[src/verilog/branch_bit_regs.svh]
// Constants for the branch and bit-set decoder
`ifndef BRANCH_BIT_REGS_SVH
`define BRANCH_BIT_REGS_SVH
`define OPC_JUMP_PREFIX   5'h1A
`define OPC_JUMP_MSB      15
`define OPC_JUMP_LSB      11
`define OPC_BITOP_MSB     15
`define OPC_BITOP_LSB     12
`define OPC_BIT_SET       4'h8
`define OPC_SKIP_ZERO     4'hB
`define OPC_SKIP_ONE      4'hA
`define FLD_BIT_MSB       11
`define FLD_BIT_LSB       9
`define FLD_ACCESS        8
`define FLD_ADDR_MSB      7
`define FLD_ADDR_LSB      0
`define FLD_OFFS_MSB      10
`define INDEXED_LIMIT     8'h5F
`define ACCESS_SFR_BANK   4'hF
`define PHASE_Q1          2'h0
`define PHASE_Q2          2'h1
`define PHASE_Q3          2'h2
`define PHASE_Q4          2'h3
`define INSTR_NOP         16'h0000
`endif

[src/verilog/branch_bit_pkg.sv]
// Types for the branch and bit-set decoder
package branch_bit_pkg;
  typedef enum logic [3:0] {
    OP_NONE = 4'b0001,
    OP_JUMP = 4'b0010,
    OP_BSET = 4'b0100,
    OP_SKIP = 4'b1000
  } op_kind_t;
  typedef enum logic [1:0] {
    CYC_RUN  = 2'b01,
    CYC_FLUSH = 2'b10
  } cyc_state_t;
endpackage : branch_bit_pkg

[src/verilog/data_addr_map.sv]
// Data-memory address former for bit-oriented instructions
`timescale 1ns/1ps
`include "branch_bit_regs.svh"
module data_addr_map (
  input  wire logic [7:0]  addr_field,
  input  wire logic        access_flag,
  input  wire logic [3:0]  bank_selector_register,
  input  wire logic        ext_set_en,
  input  wire logic [11:0] index_base,
  output logic      [11:0] data_addr
);
  always_comb begin
    if (access_flag) begin
      data_addr = {bank_selector_register, addr_field};
    end else if (ext_set_en && (addr_field <= `INDEXED_LIMIT)) begin
      data_addr = index_base + {4'h0, addr_field};
    end else if (addr_field[7]) begin
      data_addr = {`ACCESS_SFR_BANK, addr_field};
    end else begin
      data_addr = {4'h0, addr_field};
    end
  end
endmodule : data_addr_map

[src/verilog/branch_bit_decode.sv]
// Decode and execute for relative jump, bit set and bit-test skips
// Behaviour
// - Jump: prefix 11010, signed 11-bit offset.
// - Jump target is incremented PC plus 2n.
// - Jump takes two cycles, second is flush.
// - Bit set: opcode, bit, access flag, address.
// - Set only chosen bit; flags untouched.
// - Access flag zero: access bank; else bank.
// - Extended set, flag zero, f<=95: indexed.
// - Skip taken: discard next, execute no-op.
`timescale 1ns/1ps
`include "branch_bit_regs.svh"
module branch_bit_decode #(
  parameter int PC_W = 21
) (
  input  wire logic            core_clk,
  input  wire logic            rst,
  input  wire logic            phase_en,
  input  wire logic [15:0]     instr,
  input  wire logic            instr_valid,
  input  wire logic [PC_W-1:0] pc_in,
  input  wire logic [3:0]      bank_selector_register,
  input  wire logic            ext_set_en,
  input  wire logic [11:0]     index_base,
  input  wire logic [7:0]      mem_rdata,
  output logic      [1:0]      phase_ff,
  output logic      [11:0]     mem_addr_ff,
  output logic                 mem_rd_ff,
  output logic      [7:0]      mem_wdata_ff,
  output logic                 mem_we_ff,
  output logic      [PC_W-1:0] pc_out_ff,
  output logic                 pc_we_ff,
  output logic                 flush_ff,
  output logic                 busy_ff
);
  // Doubled offset needs twelve bits; no more than 32 supported
  localparam int OFFS_W = `FLD_OFFS_MSB + 1;
  if (PC_W < OFFS_W + 1 || PC_W > 32) begin : g_pc_w_check
    $error("PC_W out of range");
  end

  // Upper nibble names the bit-oriented operations
  function automatic logic [3:0] bitop_code(input logic [15:0] w);
    return w[`OPC_BITOP_MSB:`OPC_BITOP_LSB];
  endfunction : bitop_code

  function automatic branch_bit_pkg::op_kind_t classify(input logic [15:0] w);
    branch_bit_pkg::op_kind_t kind;
    case (bitop_code(w))
      `OPC_BIT_SET: begin
        kind = branch_bit_pkg::OP_BSET;
      end
      `OPC_SKIP_ZERO, `OPC_SKIP_ONE: begin
        kind = branch_bit_pkg::OP_SKIP;
      end
      default: begin
        kind = branch_bit_pkg::OP_NONE;
      end
    endcase
    // Jump prefix lies outside the bit-operation codes
    if (w[`OPC_JUMP_MSB:`OPC_JUMP_LSB] == `OPC_JUMP_PREFIX) begin
      kind = branch_bit_pkg::OP_JUMP;
    end
    return kind;
  endfunction : classify

  // Word, kind and PC held for the running instruction
  branch_bit_pkg::cyc_state_t state_ff;
  branch_bit_pkg::op_kind_t   op_ff;
  logic [15:0]                word_ff;
  logic [PC_W-1:0]            pc_ff;
  logic [11:0]                addr_now;
  logic [2:0]                 bit_pos;
  logic                       bit_val;
  logic signed [PC_W-1:0]     offs_ext;
  logic                       skip_hit;
  logic                       nxt_flush;
  logic [7:0]                 set_mask;
  logic [PC_W-1:0]            nxt_pc;

  assign bit_pos  = word_ff[`FLD_BIT_MSB:`FLD_BIT_LSB];
  assign bit_val  = mem_rdata[bit_pos];
  assign offs_ext = PC_W'(signed'(word_ff[`FLD_OFFS_MSB:0]));
  // Target wraps at PC_W bits, as the counter does
  assign nxt_pc   = PC_W'(pc_ff + PC_W'(offs_ext <<< 1));
  // Skip decided at the end of Q4 from the tested bit read back
  assign skip_hit = (bitop_code(word_ff) == `OPC_SKIP_ZERO) ? !bit_val : bit_val;
  // A jump or a taken skip spends the next cycle on a no-op
  assign nxt_flush = (state_ff == branch_bit_pkg::CYC_RUN) &&
                     (op_ff == branch_bit_pkg::OP_JUMP ||
                      (op_ff == branch_bit_pkg::OP_SKIP && skip_hit));

  // One-hot mask of the bit to force high
  for (genvar gi = 0; gi < 8; gi++) begin : g_set_mask
    assign set_mask[gi] = (bit_pos == 3'(gi));
  end

  // Address formed from the incoming word so it stands from Q2
  data_addr_map i_data_addr_map (
    .addr_field             (instr[`FLD_ADDR_MSB:`FLD_ADDR_LSB]),
    .access_flag            (instr[`FLD_ACCESS]),
    .bank_selector_register (bank_selector_register),
    .ext_set_en             (ext_set_en),
    .index_base             (index_base),
    .data_addr              (addr_now)
  );

  // Four-phase counter
  always_ff @(posedge core_clk) begin
    if (rst) begin
      phase_ff <= `PHASE_Q1;
    end else if (phase_en) begin
      phase_ff <= phase_ff + 2'h1;
    end
  end

  // Q1 latch of the instruction word
  always_ff @(posedge core_clk) begin
    if (rst) begin
      word_ff <= `INSTR_NOP;
      op_ff   <= branch_bit_pkg::OP_NONE;
    end else if (phase_en && phase_ff == `PHASE_Q1) begin
      if (state_ff == branch_bit_pkg::CYC_FLUSH || !instr_valid) begin
        word_ff <= `INSTR_NOP;
        op_ff   <= branch_bit_pkg::OP_NONE;
      end else begin
        word_ff <= instr;
        op_ff   <= classify(instr);
      end
    end
  end

  // Incremented PC captured with the word
  always_ff @(posedge core_clk) begin
    if (rst) begin
      pc_ff <= '0;
    end else if (phase_en && phase_ff == `PHASE_Q1) begin
      pc_ff <= pc_in;
    end
  end

  // Cycle state: run or flush
  always_ff @(posedge core_clk) begin
    if (rst) begin
      state_ff <= branch_bit_pkg::CYC_RUN;
    end else if (phase_en && phase_ff == `PHASE_Q4) begin
      case (state_ff)
        branch_bit_pkg::CYC_RUN: begin
          if (nxt_flush) begin
            state_ff <= branch_bit_pkg::CYC_FLUSH;
          end
        end
        branch_bit_pkg::CYC_FLUSH: begin
          state_ff <= branch_bit_pkg::CYC_RUN;
        end
        default: begin
          state_ff <= branch_bit_pkg::CYC_RUN;
        end
      endcase
    end
  end

  // Flush and busy flags for the refill cycle
  always_ff @(posedge core_clk) begin
    if (rst) begin
      flush_ff <= 1'b0;
      busy_ff  <= 1'b0;
    end else if (phase_en && phase_ff == `PHASE_Q4) begin
      flush_ff <= nxt_flush;
      busy_ff  <= nxt_flush;
    end
  end

  // Read strobe and address, both from the incoming word
  always_ff @(posedge core_clk) begin
    if (rst) begin
      mem_addr_ff <= '0;
      mem_rd_ff   <= 1'b0;
    end else if (phase_en) begin
      mem_rd_ff <= 1'b0;
      if (phase_ff == `PHASE_Q1) begin
        mem_addr_ff <= addr_now;
        if (state_ff == branch_bit_pkg::CYC_RUN && instr_valid &&
            classify(instr) inside
            {branch_bit_pkg::OP_BSET, branch_bit_pkg::OP_SKIP}) begin
          mem_rd_ff <= 1'b1;
        end
      end
    end
  end

  // Write back in Q4, only the chosen bit forced high
  always_ff @(posedge core_clk) begin
    if (rst) begin
      mem_we_ff    <= 1'b0;
      mem_wdata_ff <= '0;
    end else begin
      mem_we_ff <= 1'b0;
      if (phase_en && phase_ff == `PHASE_Q3 && op_ff == branch_bit_pkg::OP_BSET) begin
        mem_wdata_ff <= mem_rdata | set_mask;
        mem_we_ff    <= 1'b1;
      end
    end
  end

  // Program counter write in Q4 of the jump
  always_ff @(posedge core_clk) begin
    if (rst) begin
      pc_out_ff <= '0;
      pc_we_ff  <= 1'b0;
    end else begin
      pc_we_ff <= 1'b0;
      if (phase_en && phase_ff == `PHASE_Q3 && op_ff == branch_bit_pkg::OP_JUMP &&
          state_ff == branch_bit_pkg::CYC_RUN) begin
        pc_out_ff <= nxt_pc;
        pc_we_ff  <= 1'b1;
      end
    end
  end
endmodule : branch_bit_decode

[config.mk]
export PLATFORM = sky130hd
export DESIGN_NAME = branch_bit_decode
export DESIGN_NICKNAME = d
export VERILOG_FILES = /design/src/verilog/branch_bit_pkg.sv /design/src/verilog/data_addr_map.sv /design/src/verilog/branch_bit_decode.sv
export VERILOG_INCLUDE_DIRS = /design/src /design/src/verilog
export SDC_FILE = /design/constraint.sdc
export NUM_CORES = 1
export LEC_CHECK = 0
export ABC_AREA = 1
export BUFFER_PORTS_ARGS = -buffer_cell sky130_fd_sc_hd__buf_2
export CAP_MARGIN = 5
export CORE_AREA = 8 8 104 106
export CTS_CLUSTER_DIAMETER = 60
export DETAILED_ROUTE_END_ITERATION = 7
export DIE_AREA = 0 0 112 114
export GPL_TIMING_DRIVEN = 1
export PLACE_DENSITY_LB_ADDON = 0.12
export SLEW_MARGIN = 25
export SYNTH_ARGS = -nofsm -noshare
export SYNTH_HDL_FRONTEND = slang
export SYNTH_SLANG_ARGS = --single-unit
[constraint.sdc]
create_clock -name core_clk -period 4.15 [get_ports core_clk]
set_input_delay 1.245 -clock core_clk [delete_from_list [all_inputs] [get_ports core_clk]]
set_output_delay 1.245 -clock core_clk [all_outputs]
set_load 0.01 [all_outputs]
---- Word level (Yosys, flattened, before mapping) ----
Cells that the tools add are included.
operators by class
  reductions and logical operators ........ 21
  bitwise gates (word level) .............. 1
  muxes and demuxes ....................... 19
  equal/unequal tests ..................... 22
  magnitude comparators ................... 2
  add/subtract/negate cells ............... 3
operators by type and width
  operator                                                     number
  two-way mux 12 bit                                           3
  == test 4 bit (second input constant)                        6
  adder 21 bit                                                 1
  two-way mux 4 bit                                            5
  two-way mux 16 bit                                           1
  adder 12 x 8 -> 12 bit                                       1
  == test 3 bit (second input constant)                        4
  logical AND 1 bit                                            11
  == test 4 x 3 -> 1 bit (second input constant)               2
  <= comparator 8 x 7 -> 1 bit (second input constant)         1
  bitwise OR 8 bit                                             1
  case mux 4 bit (2 select lines)                              1
  == test 2 bit (second input constant)                        3
  == test 3 x 2 -> 1 bit (second input constant)               2
  two-way mux 1 bit                                            6
  == test 5 bit (second input constant)                        1
  == test 4 x 2 -> 1 bit (second input constant)               1
  less-than comparator 3 x 4 -> 1 bit (second input constant)  1
  two-way mux 2 bit                                            2
  AND reduction 2 bit                                          2
  binary-select mux 1 bit (select 3 bit)                       1
  == test 3 x 1 -> 1 bit (second input constant)               1
  logical NOT 3 bit                                            1
  adder 2 x 1 -> 2 bit (second input constant)                 1
  7 further kinds                                              9
word-level totals
  register bits ........................... 90
  bits of input ports ..................... 66
  output and inout port bits .............. 48
  word-level logic and storage cells ...... 80

---- Logic depth before layout (Yosys ltp) ----
Gate-level depths: netlist of the first run.
  depth after elaboration ................. 12
  mapped depth ............................ 13
  depth with buffers taken out ............ 13

---- By module ----
From an unflattened synthesis of the first run, not the netlist that was laid out.
second synthesis, totals
  cell total of the unflattened synthesis .. 811
  area, all modules ....................... 5322.6 um^2
modules (own cells, without submodules)
  module             seq. area each (um^2)  area each (um^2)  cells an instance  instances
  branch_bit_decode  1801.7                 4601.9            681                1
  data_addr_map      0.0                    720.7             130                1

---- Worst setup path before layout of the first run ----
OpenSTA, ideal clock, no wires.
  path kind ............................... input to register
  start ................................... input instr[0]
  end ..................................... register mem_addr_ff[8]
  path buffers ............................ 0
  library setup time ...................... 0.132 ns
  data required time ...................... 4.018 ns
  arrival time ............................ 2.436 ns
  setup slack ............................. 1.582 ns
  stages .................................. 11
  path through ............................ ha_1 inv_1 fa_1 o21bai_1 nand2_1 nand2_1 nand2_1 nand3_1 nand2_1 nand2_1 a21oi_1
on the way
  cells in the longest elaborated chain, start to end .. 4
  elaborated cells between the ends (all ways) .. 5
  classes of those cells .................. add/sub: 1; order compare: 1; mux: 2; reduce/logical: 1
RTL lines
  element                                                         RTL line                  source
  start, declared                                                 branch_bit_decode.sv:19   input wire logic [15:0] instr,
  branches (longest 2 deep; another with adder 12 x 8 -> 12 bit)  n/a
  two-way mux 12 bit (*)                                          data_addr_map.sv:15       end else if (ext_set_en && (addr_field <= `INDEXED_LIMIT)) begin
  two-way mux 12 bit (*)                                          data_addr_map.sv:13       if (access_flag) begin
  end signal, assigned                                            branch_bit_decode.sv:182  mem_addr_ff <= addr_now;
  end, declared                                                   branch_bit_decode.sv:27   output logic [11:0] mem_addr_ff,
Every way passes the cells marked *.
A chain may end at the register's enable or synchronous reset.

---- Worst setup path after layout of the first run ----
Same ends and word-level chain as after synthesis.

==> metrics.md, run 1 <==
| Metric | Value |
|---|---|
| Antenna cells | `0` |
| Cell repeated most along the worst path | `nand2_1` |
| Post-DRT Antenna Nets | `0` |
| Layout cells sized above 1 | `0.161` |
| Max_slew headroom | `0.347` |
| RSZ-0062 raised after global routing | `no` |
| CP Class | `input port to flip-flop` |
| Hold path depth | `2` |
| Hold Fails Final Rpt | `0` |
| Status | `finished clean` |
| Die W | `112 um` |
| # fillers | `830` |
| Hpwl dp | `between 10 and 15 mm` |
| Peak VDD IR | `154 uV` |
| TritonCTS clock tree | `built` |
| Cell breakdown of the critical path | `buf_2, ha_1, inv_1, fa_1, o21bai_1, nand2_1, nand2_1, nand2_1, nand3_1, nand2_1, nand2_1, a21oi_1` |
| CTS resizes | `0` |
| First-pass GRT wire length | `23.0 mm` |
| Yosys warnings | `0` |
| Drt drc | `0` |
| CP delay by family, top | `adder cells` |
| Avg WL per Cell | `~14 um` |
| Worst-Margin Slew | `974 ps` |
| Mapped Nets | `approximately 900` |
| Num CTS Buffers | `9` |
| WP buf/inv | `2` |
| Sequential cell area | `between 0.0015 and 0.002 mm^2` |
| Largest net degree at the start of global routing | `56` |
| Vias in the first global route | `around 5000` |
| Max-cap violations | `0` |
| Minimum hold slack | `470 ps` |
| Layout Skew | `13.0 ps` |
| Clk pin slew, worst setup/hold paths | `100 ps` |
| Sequential area share after synthesis | `0.344` |
| Final instance area | `0.00608 mm^2` |
| Worst r2r dst | `pc_out_ff[20]` |
| DRT Pass-1 Iters | `7` |
| Cts hold-fix bufs | `0` |
| Routed vias | `5332` |
| Port Buffers | `around 110` |
| Synth Flop Type | `dfxtp_1` |
| Dpl ws | `1270 ps` |
| H-tree depth | `3` |
| Crit start category | `input port` |
| Tot GR Track Use | `0.216` |
| Ports | `about 110` |
| Die area | `0.0128 mm^2` |
| Setup crit end kind | `flip-flop` |
| Skew-Pair Late Insertion Delay | `360 ps` |
| 1st-iter DRT viols | `between 300 and 400` |
| Min setup slack post-route | `1630 ps` |
| Final period util | `0.607` |
| FF-to-FF Start | `word_ff[10]` |
| Setup bufs post-CTS | `0` |
| Pwr Density | `312 mW/mm^2` |
| Flop2flop setup slack | `between 1500 and 2000 ps` |
| Util after Layout | `0.667` |
| Setup_tns | `0 ps` |
| Syn Area/Cell | `6.56 um^2` |
| Max-slew violation count | `0` |
| Hold Startpoint | `mem_wdata_ff[5]` |
| WP data required | `4380 ps` |
| Hold Path Class | `flip-flop to flip-flop` |
| Root buf cell | `clkbuf_8` |
| Vias per cell | `~5.2` |
| Drt total wl | `around 14 mm` |
| Max Clk Rate | `397 MHz` |
| Area growth syn-to-layout | `16.0%` |
| Post-synth EDFFs | `0` |
| Post-synth ARST share | `0` |
| Crit Path Max Fanout | `3` |
| Yosys reg bits | `90` |
| Num rows | `35` |
| GR Overflow Total | `0` |
| Number of distinct library cells after synthesis | `35` |
| CP arrival | `approximately 2800 ps` |
| Total power | `~1.9 mW` |
| Maximum clock path buffer count | `2` |
| Placed Area | `0.00587 mm^2` |
| Cell count after synthesis | `~800` |
| Max stage delay on crit path | `approximately 400 ps` |
| Placed Instances | `1000` |
| Static Leak | `3.13 nW` |
| Initial antenna violation count | `0` |
| Non-filler cells, final | `1016` |
| Initial Util | `0.575` |
| Setup-failing EPs final | `0` |
| Slowest-stage cell, CP | `fa_1` |
| WHS Endpoint | `mem_wdata_ff[5]` |
| Global placement routability congestion | `0.908` |
| Clk sink count | `90` |
| Worst Reg2Reg Path Length in Cells | `9` |
| Area of the multi-input gates | `0.00299 mm^2` |
| Fin crit period | `2520 ps` |
| Layout Nets | `998` |
| CORE AREA | `approximately 0.0091 mm^2` |
| Die Y | `between 100 and 150 um` |
| Post-Synthesis Cell Area | `~0.0052 mm^2` |
-- how the worst max path moves through the flow --
stage	start	end	slack [ps]	depth (start not counted)
final	instr[0]	mem_addr_ff[8]	1630	12
after detailed placement	instr[0]	mem_addr_ff[8]	1270	12
after global routing	instr[0]	mem_addr_ff[8]	1460	11
after CTS	instr[0]	mem_addr_ff[8]	1650	12
after floorplan	instr[0]	mem_addr_ff[8]	1580	11
after global placement	instr[0]	mem_addr_ff[8]	1320	12
-- where the power goes --
| group | switching, mW | internal [mW] | leakage [nW] |
|---|---|---|---|
| registers | 0.0262 | 0.900 | 0.733 |
| logic | 0.205 | 0.125 | 2.29 |
| clock network | 0.335 | 0.304 | 0.109 |
| total | 0.567 | 1.33 | 3.13 |
-- placed cells by master, fill, tap and decap left out, types with 3 or more instances in the layout --
cell	n
a21o_1	6
a21oi_1	75
buf_2	113
buf_4	6
clkbuf_8	10
dfxtp_1	90
ha_1	30
inv_1	87
nand2_1	187
nand3_1	60
nand4_1	11
nor2_1	123
nor3_1	4
nor4_1	3
o211ai_1	7
o21ai_0	50
o21bai_1	9
or2_2	3
xnor2_1	3
xor2_1	5
-- cell usage after synthesis, types with 2 or more instances --
| cell type | n | share of area |
|---|---|---|
| o21ai_0 | 50 | 0.048 |
| dfxtp_1 | 90 | 0.34 |
| a21oi_1 | 75 | 0.072 |
| xnor2_1 | 3 | 0.0050 |
| fa_1 | 2 | 0.0076 |
| clkbuf_1 | 22 | 0.016 |
| a21o_1 | 6 | 0.0086 |
| xor2_1 | 5 | 0.0084 |
| nor2_1 | 123 | 0.088 |
| buf_2 | 4 | 0.0038 |
| o21bai_1 | 9 | 0.013 |
| inv_1 | 88 | 0.063 |
| nand3b_1 | 2 | 0.0029 |
| nor3_1 | 5 | 0.0048 |
| ha_1 | 30 | 0.072 |
| nor4_1 | 3 | 0.0036 |
| nand2_1 | 187 | 0.13 |
| nand3_1 | 60 | 0.057 |
| or2_2 | 3 | 0.0036 |
| nand4_1 | 11 | 0.013 |
| o211ai_1 | 7 | 0.010 |
-- per-layer routing --
| layer | track usage | vias to the layer above | share of wire |
|---|---|---|---|
| met1 | 0.248 | 2395 | 0.45 |
| met5 | 0 | - | 0 |
| li1 | - | 2800 | - |
| met4 | 0.0674 | 0 | 0.012 |
| met2 | 0.386 | 121 | 0.48 |
| met3 | 0.0534 | 16 | 0.053 |
-- sequential cells by signal (all words and copies together) (netlist names) --
| signal | cells |
|---|---|
| pc_ff | 21 |
| pc_out_ff | 21 |
| word_ff | 16 |
| mem_addr_ff | 12 |
| mem_wdata_ff | 8 |
| op_ff | 4 |
| phase_ff | 2 |
| state_ff | 2 |
| busy_ff | 1 |
| mem_rd_ff | 1 |
| mem_we_ff | 1 |
| pc_we_ff | 1 |
-- worst reg2reg max path, delay by kind of cell, from the launching register on --
kind,cells,cell delay [ps]
flip-flops,1,840
AND/OR/NAND/NOR,4,340
adder cells (fa/ha/maj),1,430
AO/OA/AOI/OAI,3,620
buffers and inverters,1,30
-- cell families (layout without fill, tap and decap cells) --
| kind of cell | after synthesis | count (layout) | share of synthesized area |
|---|---|---|---|
| simple gates | 399 | 399 | 0.315 |
| flops | 90 | 90 | 0.344 |
| compound gates | 153 | 153 | 0.161 |
| fa+ha+maj | 32 | 32 | 0.0793 |
| xor+xnor | 8 | 8 | 0.0134 |
| buf+inv | 117 | 223 | 0.0870 |
-- area by class of cell --
type | instances | area share
Clock buffer | 10 | 0.0226
Clock inverter | 6 | 0.0119
Inverter | 88 | 0.0544
Multi-Input combinational cell | 592 | 0.491
Sequential cell | 90 | 0.296
Tap cell | 111 | 0.0229
Timing Repair Buffer | 119 | 0.100
No activity file was read; power rests on OpenSTA's default activity.
==> run 2, diff against run 1 <==
--- a/config.mk
+++ b/config.mk
@@ -9,10 +9,10 @@
 export ABC_AREA = 1
 export BUFFER_PORTS_ARGS = -buffer_cell sky130_fd_sc_hd__buf_2
 export CAP_MARGIN = 5
-export CORE_AREA = 8 8 104 106
+export CORE_AREA = 8 8 112 114
 export CTS_CLUSTER_DIAMETER = 60
 export DETAILED_ROUTE_END_ITERATION = 7
-export DIE_AREA = 0 0 112 114
+export DIE_AREA = 0 0 120 122
 export GPL_TIMING_DRIVEN = 1
 export PLACE_DENSITY_LB_ADDON = 0.12
 export SLEW_MARGIN = 25
==> constraint.sdc (replaced) <==
create_clock -name core_clk -period 2.3 [get_ports core_clk]
set_input_delay 0.69 -clock core_clk [delete_from_list [all_inputs] [get_ports core_clk]]
set_output_delay 0.69 -clock core_clk [all_outputs]
set_load 0.01 [all_outputs]
==> run 2 against run 1 <==
Compared with the run above:
- cell area rose by 2.0%
- hold slack got worse by 6.0 ps
- die area increased by 15%
- non-clock buffer count rose by 10
- power up 80%
- global-route usage decreased by 1.3 points
- flip-flop and latch count unchanged
- wire length up 5.9%
- first-iteration DRC count is 8.4% lower
- clock power grew 77%
==> metrics.md, run 2 (synthesis gave the netlist of run 1 again) <==
| Metric | Value |
|---|---|
| CTS resizes | `0 (unchanged)` |
| CORE AREA | `0.0107 mm^2 (was 0.00911 mm^2)` |
| Top Metal Used | `met4 (unchanged)` |
| Global placement routability congestion | `0.915 (was 0.908)` |
| Regs by FF count | `pc_ff: 21 flops, pc_out_ff: 21 flops, word_ff: 16 flops (unchanged)` |
| TritonCTS clock tree | `built (unchanged)` |
| Root buf cell | `clkbuf_8 (unchanged)` |
| Avg WL per Cell | `13.9 um (was 13.6 um)` |
| Antenna cells | `0 (unchanged)` |
| # fillers | `1116 (was 830)` |
| First-pass GRT wire length | `24.4 mm (was 23.0 mm)` |
| Placed Area | `0.00600 mm^2 (was 0.00587 mm^2)` |
| Die Y | `122 um (was 114 um)` |
| Skew-Pair Late Insertion Delay | `360 ps (about the same)` |
| Maximum clock path buffer count | `2 (unchanged)` |
| Min setup slack post-route | `259 ps (was 1630 ps)` |
| CP Class | `flip-flop to flip-flop (was input port to flip-flop)` |
| Fin crit period | `2040 ps` |
| Layout Skew | `8.16 ps (was 13.0 ps)` |
| Largest net degree at the start of global routing | `53 (was 56)` |
| Layout cells sized above 1 | `0.168 (was 0.161)` |
| 1st-iter DRT viols | `329 (was 359)` |
| Static Leak | `3.19 nW (was 3.13 nW)` |
| Worst r2r dst | `pc_out_ff[17] (was pc_out_ff[20])` |
| Setup crit end kind | `flip-flop (unchanged)` |
| Drt total wl | `14.6 mm (was 13.8 mm)` |
| Placed Instances | `1039 (was 1000)` |
| Max-slew violation count | `0 (unchanged)` |
| WP data required | `2570 ps (was 4380 ps)` |
| Die W | `120 um (was 112 um)` |
| Ports | `114 (unchanged)` |
| Pwr Density | `552 mW/mm^2 (was 312 mW/mm^2)` |
| Drt drc | `0 (unchanged)` |
| Clk pin slew, worst setup/hold paths | `80 ps (was 100 ps)` |
| Max Clk Rate | `490 MHz` |
| Port Buffers | `113 (unchanged)` |
| Hold Path Class | `flip-flop to flip-flop (unchanged)` |
| Initial antenna violation count | `0 (unchanged)` |
| RSZ-0062 raised after global routing | `no (unchanged)` |
| Num rows | `38 (was 35)` |
| Wire length on met1 | `6.42 mm (was 6.22 mm)` |
| Vias in the first global route | `5287 (was 5153)` |
| CP arrival | `2310 ps (was 2750 ps)` |
| Peak VDD IR | `349 uV (was 154 uV)` |
| Hold Startpoint | `mem_wdata_ff[6] (was mem_wdata_ff[5])` |
| Initial Util | `0.490 (was 0.575)` |
| Worst-Margin Slew | `596 ps (was 974 ps)` |
| Max_slew headroom | `0.603 (was 0.347)` |
| FF-to-FF Start | `word_ff[0] (was word_ff[10])` |
| Vias per cell | `5.11 (was 5.25)` |
| Tot GR Track Use | `0.202 (was 0.216)` |
| H-tree depth | `3 (unchanged)` |
| Layout Nets | `1008 (was 998)` |
| Status | `finished clean (unchanged)` |
| Setup_tns | `0 ps (unchanged)` |
| WHS Endpoint | `mem_wdata_ff[6] (was mem_wdata_ff[5])` |
| Post-DRT Antenna Nets | `0 (unchanged)` |
| Setup-failing EPs final | `0 (unchanged)` |
| Final instance area | `0.00620 mm^2 (was 0.00608 mm^2)` |
| Hold Fails Final Rpt | `0 (unchanged)` |
| Max-cap violations | `0 (unchanged)` |
| Non-filler cells, final | `1052 (was 1016)` |
| Routed vias | `5376 (was 5332)` |
| Clk sink count | `90 (unchanged)` |
| Setup bufs post-CTS | `0 (unchanged)` |
| Final period util | `0.888` |
| Hpwl dp | `11.4 mm (was 10.5 mm)` |
| Dpl ws | `16.0 ps (was 1270 ps)` |
| GR Overflow Total | `0 (unchanged)` |
| DRT Pass-1 Iters | `5 (was 7)` |
| Crit Path Max Fanout | `3 (unchanged)` |
| Num CTS Buffers | `9 (unchanged)` |
| Most common cell after layout, fill and taps aside | `nand2_1 (unchanged)` |
| Flop2flop setup slack | `260 ps (was 1800 ps)` |
| Worst Reg2Reg Path Length in Cells | `12 (was 9)` |
| Area growth syn-to-layout | `18.3% (was 16.0%)` |
| Cts hold-fix bufs | `0 (unchanged)` |
| WL met2 | `7.13 mm (was 6.70 mm)` |
| Hold path depth | `2 (unchanged)` |
| Crit start category | `flip-flop (was input port)` |
| Met3 WL post-DR | `791 um (was 731 um)` |
| Most frequent cells in the layout | `nand2_1 (187), nor2_1 (123), buf_2 (113) (unchanged)` |
| Die area | `0.0146 mm^2 (was 0.0128 mm^2)` |
[run 2: cell count changes in the layout (fill, tap and decap cells not counted)]
cell       change
clkinv_2       +1
clkbuf_8       -1
bufinv_16      +1
clkinv_1       -1
inv_1          +1
buf_12         +2
inv_8          -1
buf_4          +8
clkinv_4       -1
inv_6          -2
[run 2: how the worst max path moves through the flow]
stage                           start             end  slack, ps  depth (start not counted)
final                      word_ff[0]   pc_out_ff[17]        260                         12
after global placement       instr[0]  mem_addr_ff[8]         40                         12
after detailed placement     instr[0]  mem_addr_ff[8]         20                         12
after CTS                  word_ff[0]   pc_out_ff[17]        280                         12
after global routing      word_ff[10]   pc_out_ff[20]         80                          9
after floorplan              instr[0]  mem_addr_ff[8]        290                         11
[run 2: per-layer routing]
layer | up-vias | global-route usage
li1 | 2815 | -
met1 | 2411 | 0.234
met2 | 125 | 0.360
met3 | 25 | 0.0435
met4 | 0 | 0.0757
met5 | - | 0
[run 2: critical path: stages, from the launching register on]
cell	delay [ps]
dfxtp_1	330
ha_1	270
fa_1	440
nand3_1	100
nand3_1	150
nand3_1	140
nand2_1	110
nand3_1	130
nand2_1	60
nand2_1	50
nand3_1	60
nand2_1	60
inv_1	40
[run 2: cell type report]
cell class | instances | area (um^2) | share of cell area
Timing Repair Buffer | 129 | 711 | 0.115
Tap cell | 140 | 175 | 0.0283
Sequential cell | 90 | 1800 | 0.291
Inverter | 88 | 330 | 0.0533
Clock buffer | 9 | 124 | 0.0200
Multi-Input combinational cell | 592 | 2990 | 0.482
Clock inverter | 4 | 70.1 | 0.0113
[run 2: power breakdown]
| group | total (mW) | internal, mW | leakage (nW) | switching (mW) |
|---|---|---|---|---|
| sequential | 1.67 | 1.62 | 0.733 | 0.0435 |
| clock | 1.13 | 0.591 | 0.101 | 0.538 |
| combinational | 0.622 | 0.240 | 2.35 | 0.382 |
| total | 3.42 | 2.45 | 3.19 | 0.964 |
[run 2: through the flow]
stage	utilization	power (mW)	hold WS (ps)
global placement	0.561	2.31	438
global route	0.579	3.60	476
floorplan	-	2.10	430
detailed placement	0.561	2.32	449
CTS	0.579	3.45	461
finish	0.579	3.42	464
==> run 3, diff against run 2 <==
--- a/config.mk
+++ b/config.mk
@@ -6,13 +6,12 @@
 export SDC_FILE = /design/constraint.sdc
 export NUM_CORES = 1
 export LEC_CHECK = 0
-export ABC_AREA = 1
 export BUFFER_PORTS_ARGS = -buffer_cell sky130_fd_sc_hd__buf_2
 export CAP_MARGIN = 5
-export CORE_AREA = 8 8 112 114
+export CORE_AREA = 8 8 109 111
 export CTS_CLUSTER_DIAMETER = 60
 export DETAILED_ROUTE_END_ITERATION = 7
-export DIE_AREA = 0 0 120 122
+export DIE_AREA = 0 0 117 119
 export GPL_TIMING_DRIVEN = 1
 export PLACE_DENSITY_LB_ADDON = 0.12
 export SLEW_MARGIN = 25
==> run 3 against run 2 <==
Compared with the run above:
- global-route usage rose by 0.096 points
- cell area fell by 3.7%
- synthesized cell count fell by 25%
- non-clock buffer count rose by 23
- cell count fell by 18%
- worst setup slack got worse by 140 ps
- flip-flop and latch count did not move
- count of clock-buffer cells in the layout rose by 1
- sequential power barely moved
- largest cell class unchanged
==> metrics.md, run 3 <==
| Metric | Value |
|---|---|
| Number of distinct library cells after synthesis | `60 (was 35)` |
| TritonCTS clock tree | `built (unchanged)` |
| Mapped Nets | `695 (was 897)` |
| Most frequent cells in the layout | `buf_2 (113), dfxtp_1 (89), nand2_1 (84) (was nand2_1 (187), nor2_1 (123), buf_2 (113))` |
| Setup-failing EPs final | `0 (unchanged)` |
| Syn Area/Cell | `8.10 um^2 (was 6.56 um^2)` |
| Static Leak | `2.66 nW (was 3.19 nW)` |
| Hpwl dp | `10.5 mm (was 11.4 mm)` |
| WP data required | `2560 ps (was 2570 ps)` |
| CP Class | `flip-flop to flip-flop (unchanged)` |
| Maximum clock path buffer count | `2 (unchanged)` |
| Total power | `3.53 mW (was 3.42 mW)` |
| CORE AREA | `0.0101 mm^2 (was 0.0107 mm^2)` |
| DRT Pass-1 Iters | `4 (was 5)` |
| Minimum hold slack | `455 ps (was 464 ps)` |
| Hold Path Class | `flip-flop to flip-flop (unchanged)` |
| Placed Area | `0.00574 mm^2 (was 0.00600 mm^2)` |
| Antenna cells | `0 (unchanged)` |
| Non-filler cells, final | `865 (was 1052)` |
| Num rows | `37 (was 38)` |
| Regs by FF count | `pc_ff: 21 flops, pc_out_ff: 21 flops, word_ff: 16 flops (unchanged)` |
| # fillers | `951 (was 1116)` |
| Area growth syn-to-layout | `23.4% (was 18.3%)` |
| Vias per cell | `5.61 (was 5.11)` |
| Status | `finished clean (unchanged)` |
| Layout Skew | `13.9 ps (was 8.16 ps)` |
| First-pass GRT wire length | `23.0 mm (was 24.4 mm)` |
| Setup_tns | `0 ps (unchanged)` |
| Drt total wl | `13.8 mm (was 14.6 mm)` |
| Final instance area | `0.00597 mm^2 (was 0.00620 mm^2)` |
| H-tree depth | `3 (unchanged)` |
| Max_slew headroom | `0.623 (was 0.603)` |
| Min setup slack post-route | `120 ps (was 259 ps)` |
| Sequential area share after synthesis | `0.372 (was 0.344)` |
| GR Overflow Total | `0 (unchanged)` |
| Routed vias | `4856 (was 5376)` |
| Cts hold-fix bufs | `0 (unchanged)` |
| Root buf cell | `clkbuf_8 (unchanged)` |
| Layout Nets | `822 (was 1008)` |
| Worst-Margin Slew | `566 ps (was 596 ps)` |
| Initial antenna violation count | `0 (unchanged)` |
| Placed Instances | `849 (was 1039)` |
| 1st-iter DRT viols | `268 (was 329)` |
| Die W | `117 um (was 120 um)` |
| Crit path launch | `word_ff[0] (unchanged)` |
| Global placement routability congestion | `0.928 (was 0.915)` |
| Dominant cell type by area after synthesis | `dfxtp_1 (unchanged)` |
| Drt drc | `0 (unchanged)` |
| Synth top cells by count | `dfxtp_1 (90), nand2_1 (84), a21oi_1 (58) (was nand2_1 (187), nor2_1 (123), dfxtp_1 (90))` |
| Tot GR Track Use | `0.203 (was 0.202)` |
| Most common cell after layout, fill and taps aside | `buf_2 (was nand2_1)` |
| Layout cells sized above 1 | `0.246 (was 0.168)` |
| Die area | `0.0139 mm^2 (was 0.0146 mm^2)` |
| Largest net degree at the start of global routing | `53 (unchanged)` |
| Final period util | `0.948 (was 0.888)` |
| Post-synth ARST share | `0 (unchanged)` |
| Yosys warnings | `0 (unchanged)` |
| Crit Path Max Fanout | `4 (was 3)` |
| Yosys top cell area share | `0.372 (was 0.344)` |
| Dpl ws | `-193 ps (was 16.0 ps)` |
| Ports | `114 (unchanged)` |
| CP arrival | `2440 ps (was 2310 ps)` |
| Max-slew violation count | `0 (unchanged)` |
| Peak VDD IR | `418 uV (was 349 uV)` |
| Hold Startpoint | `pc_out_ff[6] (was mem_wdata_ff[6])` |
| Avg WL per Cell | `16.0 um (was 13.9 um)` |
| Port Buffers | `113 (unchanged)` |
| Skew-Pair Late Insertion Delay | `370 ps (was 360 ps)` |
| Setup bufs post-CTS | `0 (unchanged)` |
| Initial Util | `0.479 (was 0.490)` |
| Fin crit period | `2180 ps (was 2040 ps)` |
| Max Clk Rate | `459 MHz (was 490 MHz)` |
| Cell count after synthesis | `597 (was 799)` |
| Clk pin slew, worst setup/hold paths | `90 ps (was 80 ps)` |
| Vias in the first global route | `4954 (was 5287)` |
| Max-cap violations | `0 (unchanged)` |
| Post-Synthesis Cell Area | `0.00484 mm^2 (was 0.00524 mm^2)` |
| Synth Flop Type | `dfxtp_1 (unchanged)` |
| Pwr Density | `591 mW/mm^2 (was 552 mW/mm^2)` |
| Post-synth EDFFs | `0 (unchanged)` |
| Die Y | `119 um (was 122 um)` |
| Util after Layout | `0.591 (was 0.579)` |
| Clk sink count | `90 (unchanged)` |
| Crit start category | `flip-flop (unchanged)` |
| Top post-synthesis cells by area | `dfxtp_1 (37%), ha_1 (7.8%), nand2_1 (6.5%), a21oi_1 (6.0%), nor2_1 (4.3%) (was dfxtp_1 (34%), nand2_1 (13%), nor2_1 (8.8%), a21oi_1 (7.2%), ha_1 (7.2%))` |
| Setup crit end kind | `flip-flop (unchanged)` |
| Hold Fails Final Rpt | `0 (unchanged)` |
| Top-count cell post-synth | `dfxtp_1 (was nand2_1)` |
| Yosys reg bits | `90 (unchanged)` |
| FF-to-FF Start | `word_ff[0] (unchanged)` |
| Num CTS Buffers | `9 (unchanged)` |
| Post-DRT Antenna Nets | `0 (unchanged)` |
[run 3: changes by cell type in the layout (fill, tap and decap cells not counted), sizes merged, moves of 16 or more]
cell / previous run / this run
a211oi: 0 / 23
a21oi: 76 / 58
a22oi: 0 / 16
buf: 129 / 152
inv: 88 / 19
nand2: 188 / 84
nand3: 60 / 20
nor2: 125 / 55
o21ai: 50 / 27
[run 3: area by class of cell]
| cell class | count | area [um^2] | share of cell area |
|---|---|---|---|
| sequential | 90 | 1800 | 0.302 |
| clock inverter | 6 | 90.1 | 0.0151 |
| timing repair buffer | 152 | 871 | 0.146 |
| multi-input combinational | 453 | 2840 | 0.476 |
| inverter | 18 | 67.6 | 0.0113 |
| clock buffer | 10 | 128 | 0.0214 |
| tap | 136 | 170 | 0.0285 |
[run 3: what timing repair did]
action | CTS | global route
pin swaps | 1 | 1
setup endpoints to repair | 1 | 9
resized for setup | 1 | 4
[run 3: worst paths after layout]
kind / end / cells after the start / slack, ps
worst max register to register: pc_out_ff[15] / 9 / 120
worst max-delay path: pc_out_ff[15] / 9 / 120
worst min register to register: pc_out_ff[6] / 2 / 460
worst min-delay path: pc_out_ff[6] / 2 / 460
[run 3: worst max-delay path, stage by stage (launching register included)]
cell      delay (ps)
dfxtp_1          330
ha_1             230
fa_1             420
a211oi_2         230
o21ai_1          140
a21oi_2          180
o21ai_0          140
buf_4            190
xnor2_1          120
o21ai_0           80
[run 3: routing by layer]
metal,wire length (um),vias to the layer above,GRT usage
li1,-,2404,-
met2,6600,151,0.340
met4,309,0,0.0761
met5,0,-,0
met1,6030,2277,0.250
met3,875,24,0.0414
[run 3: logic make-up after synthesis]
kind of cell,count (synthesis),synth area share
multiplexers,7,0.0197
flip-flops,90,0.372
AND/OR/NAND/NOR,216,0.206
AO/OA/AOI/OAI,181,0.241
adder cells (fa/ha/maj),32,0.0859
buffers and inverters,54,0.0442
XOR/XNOR,17,0.0308
[run 3: power breakdown]
group | switching, mW | internal, mW
Combinational | 0.375 | 0.282
Sequential | 0.0460 | 1.63
Clock | 0.583 | 0.616
Total | 1.00 | 2.52
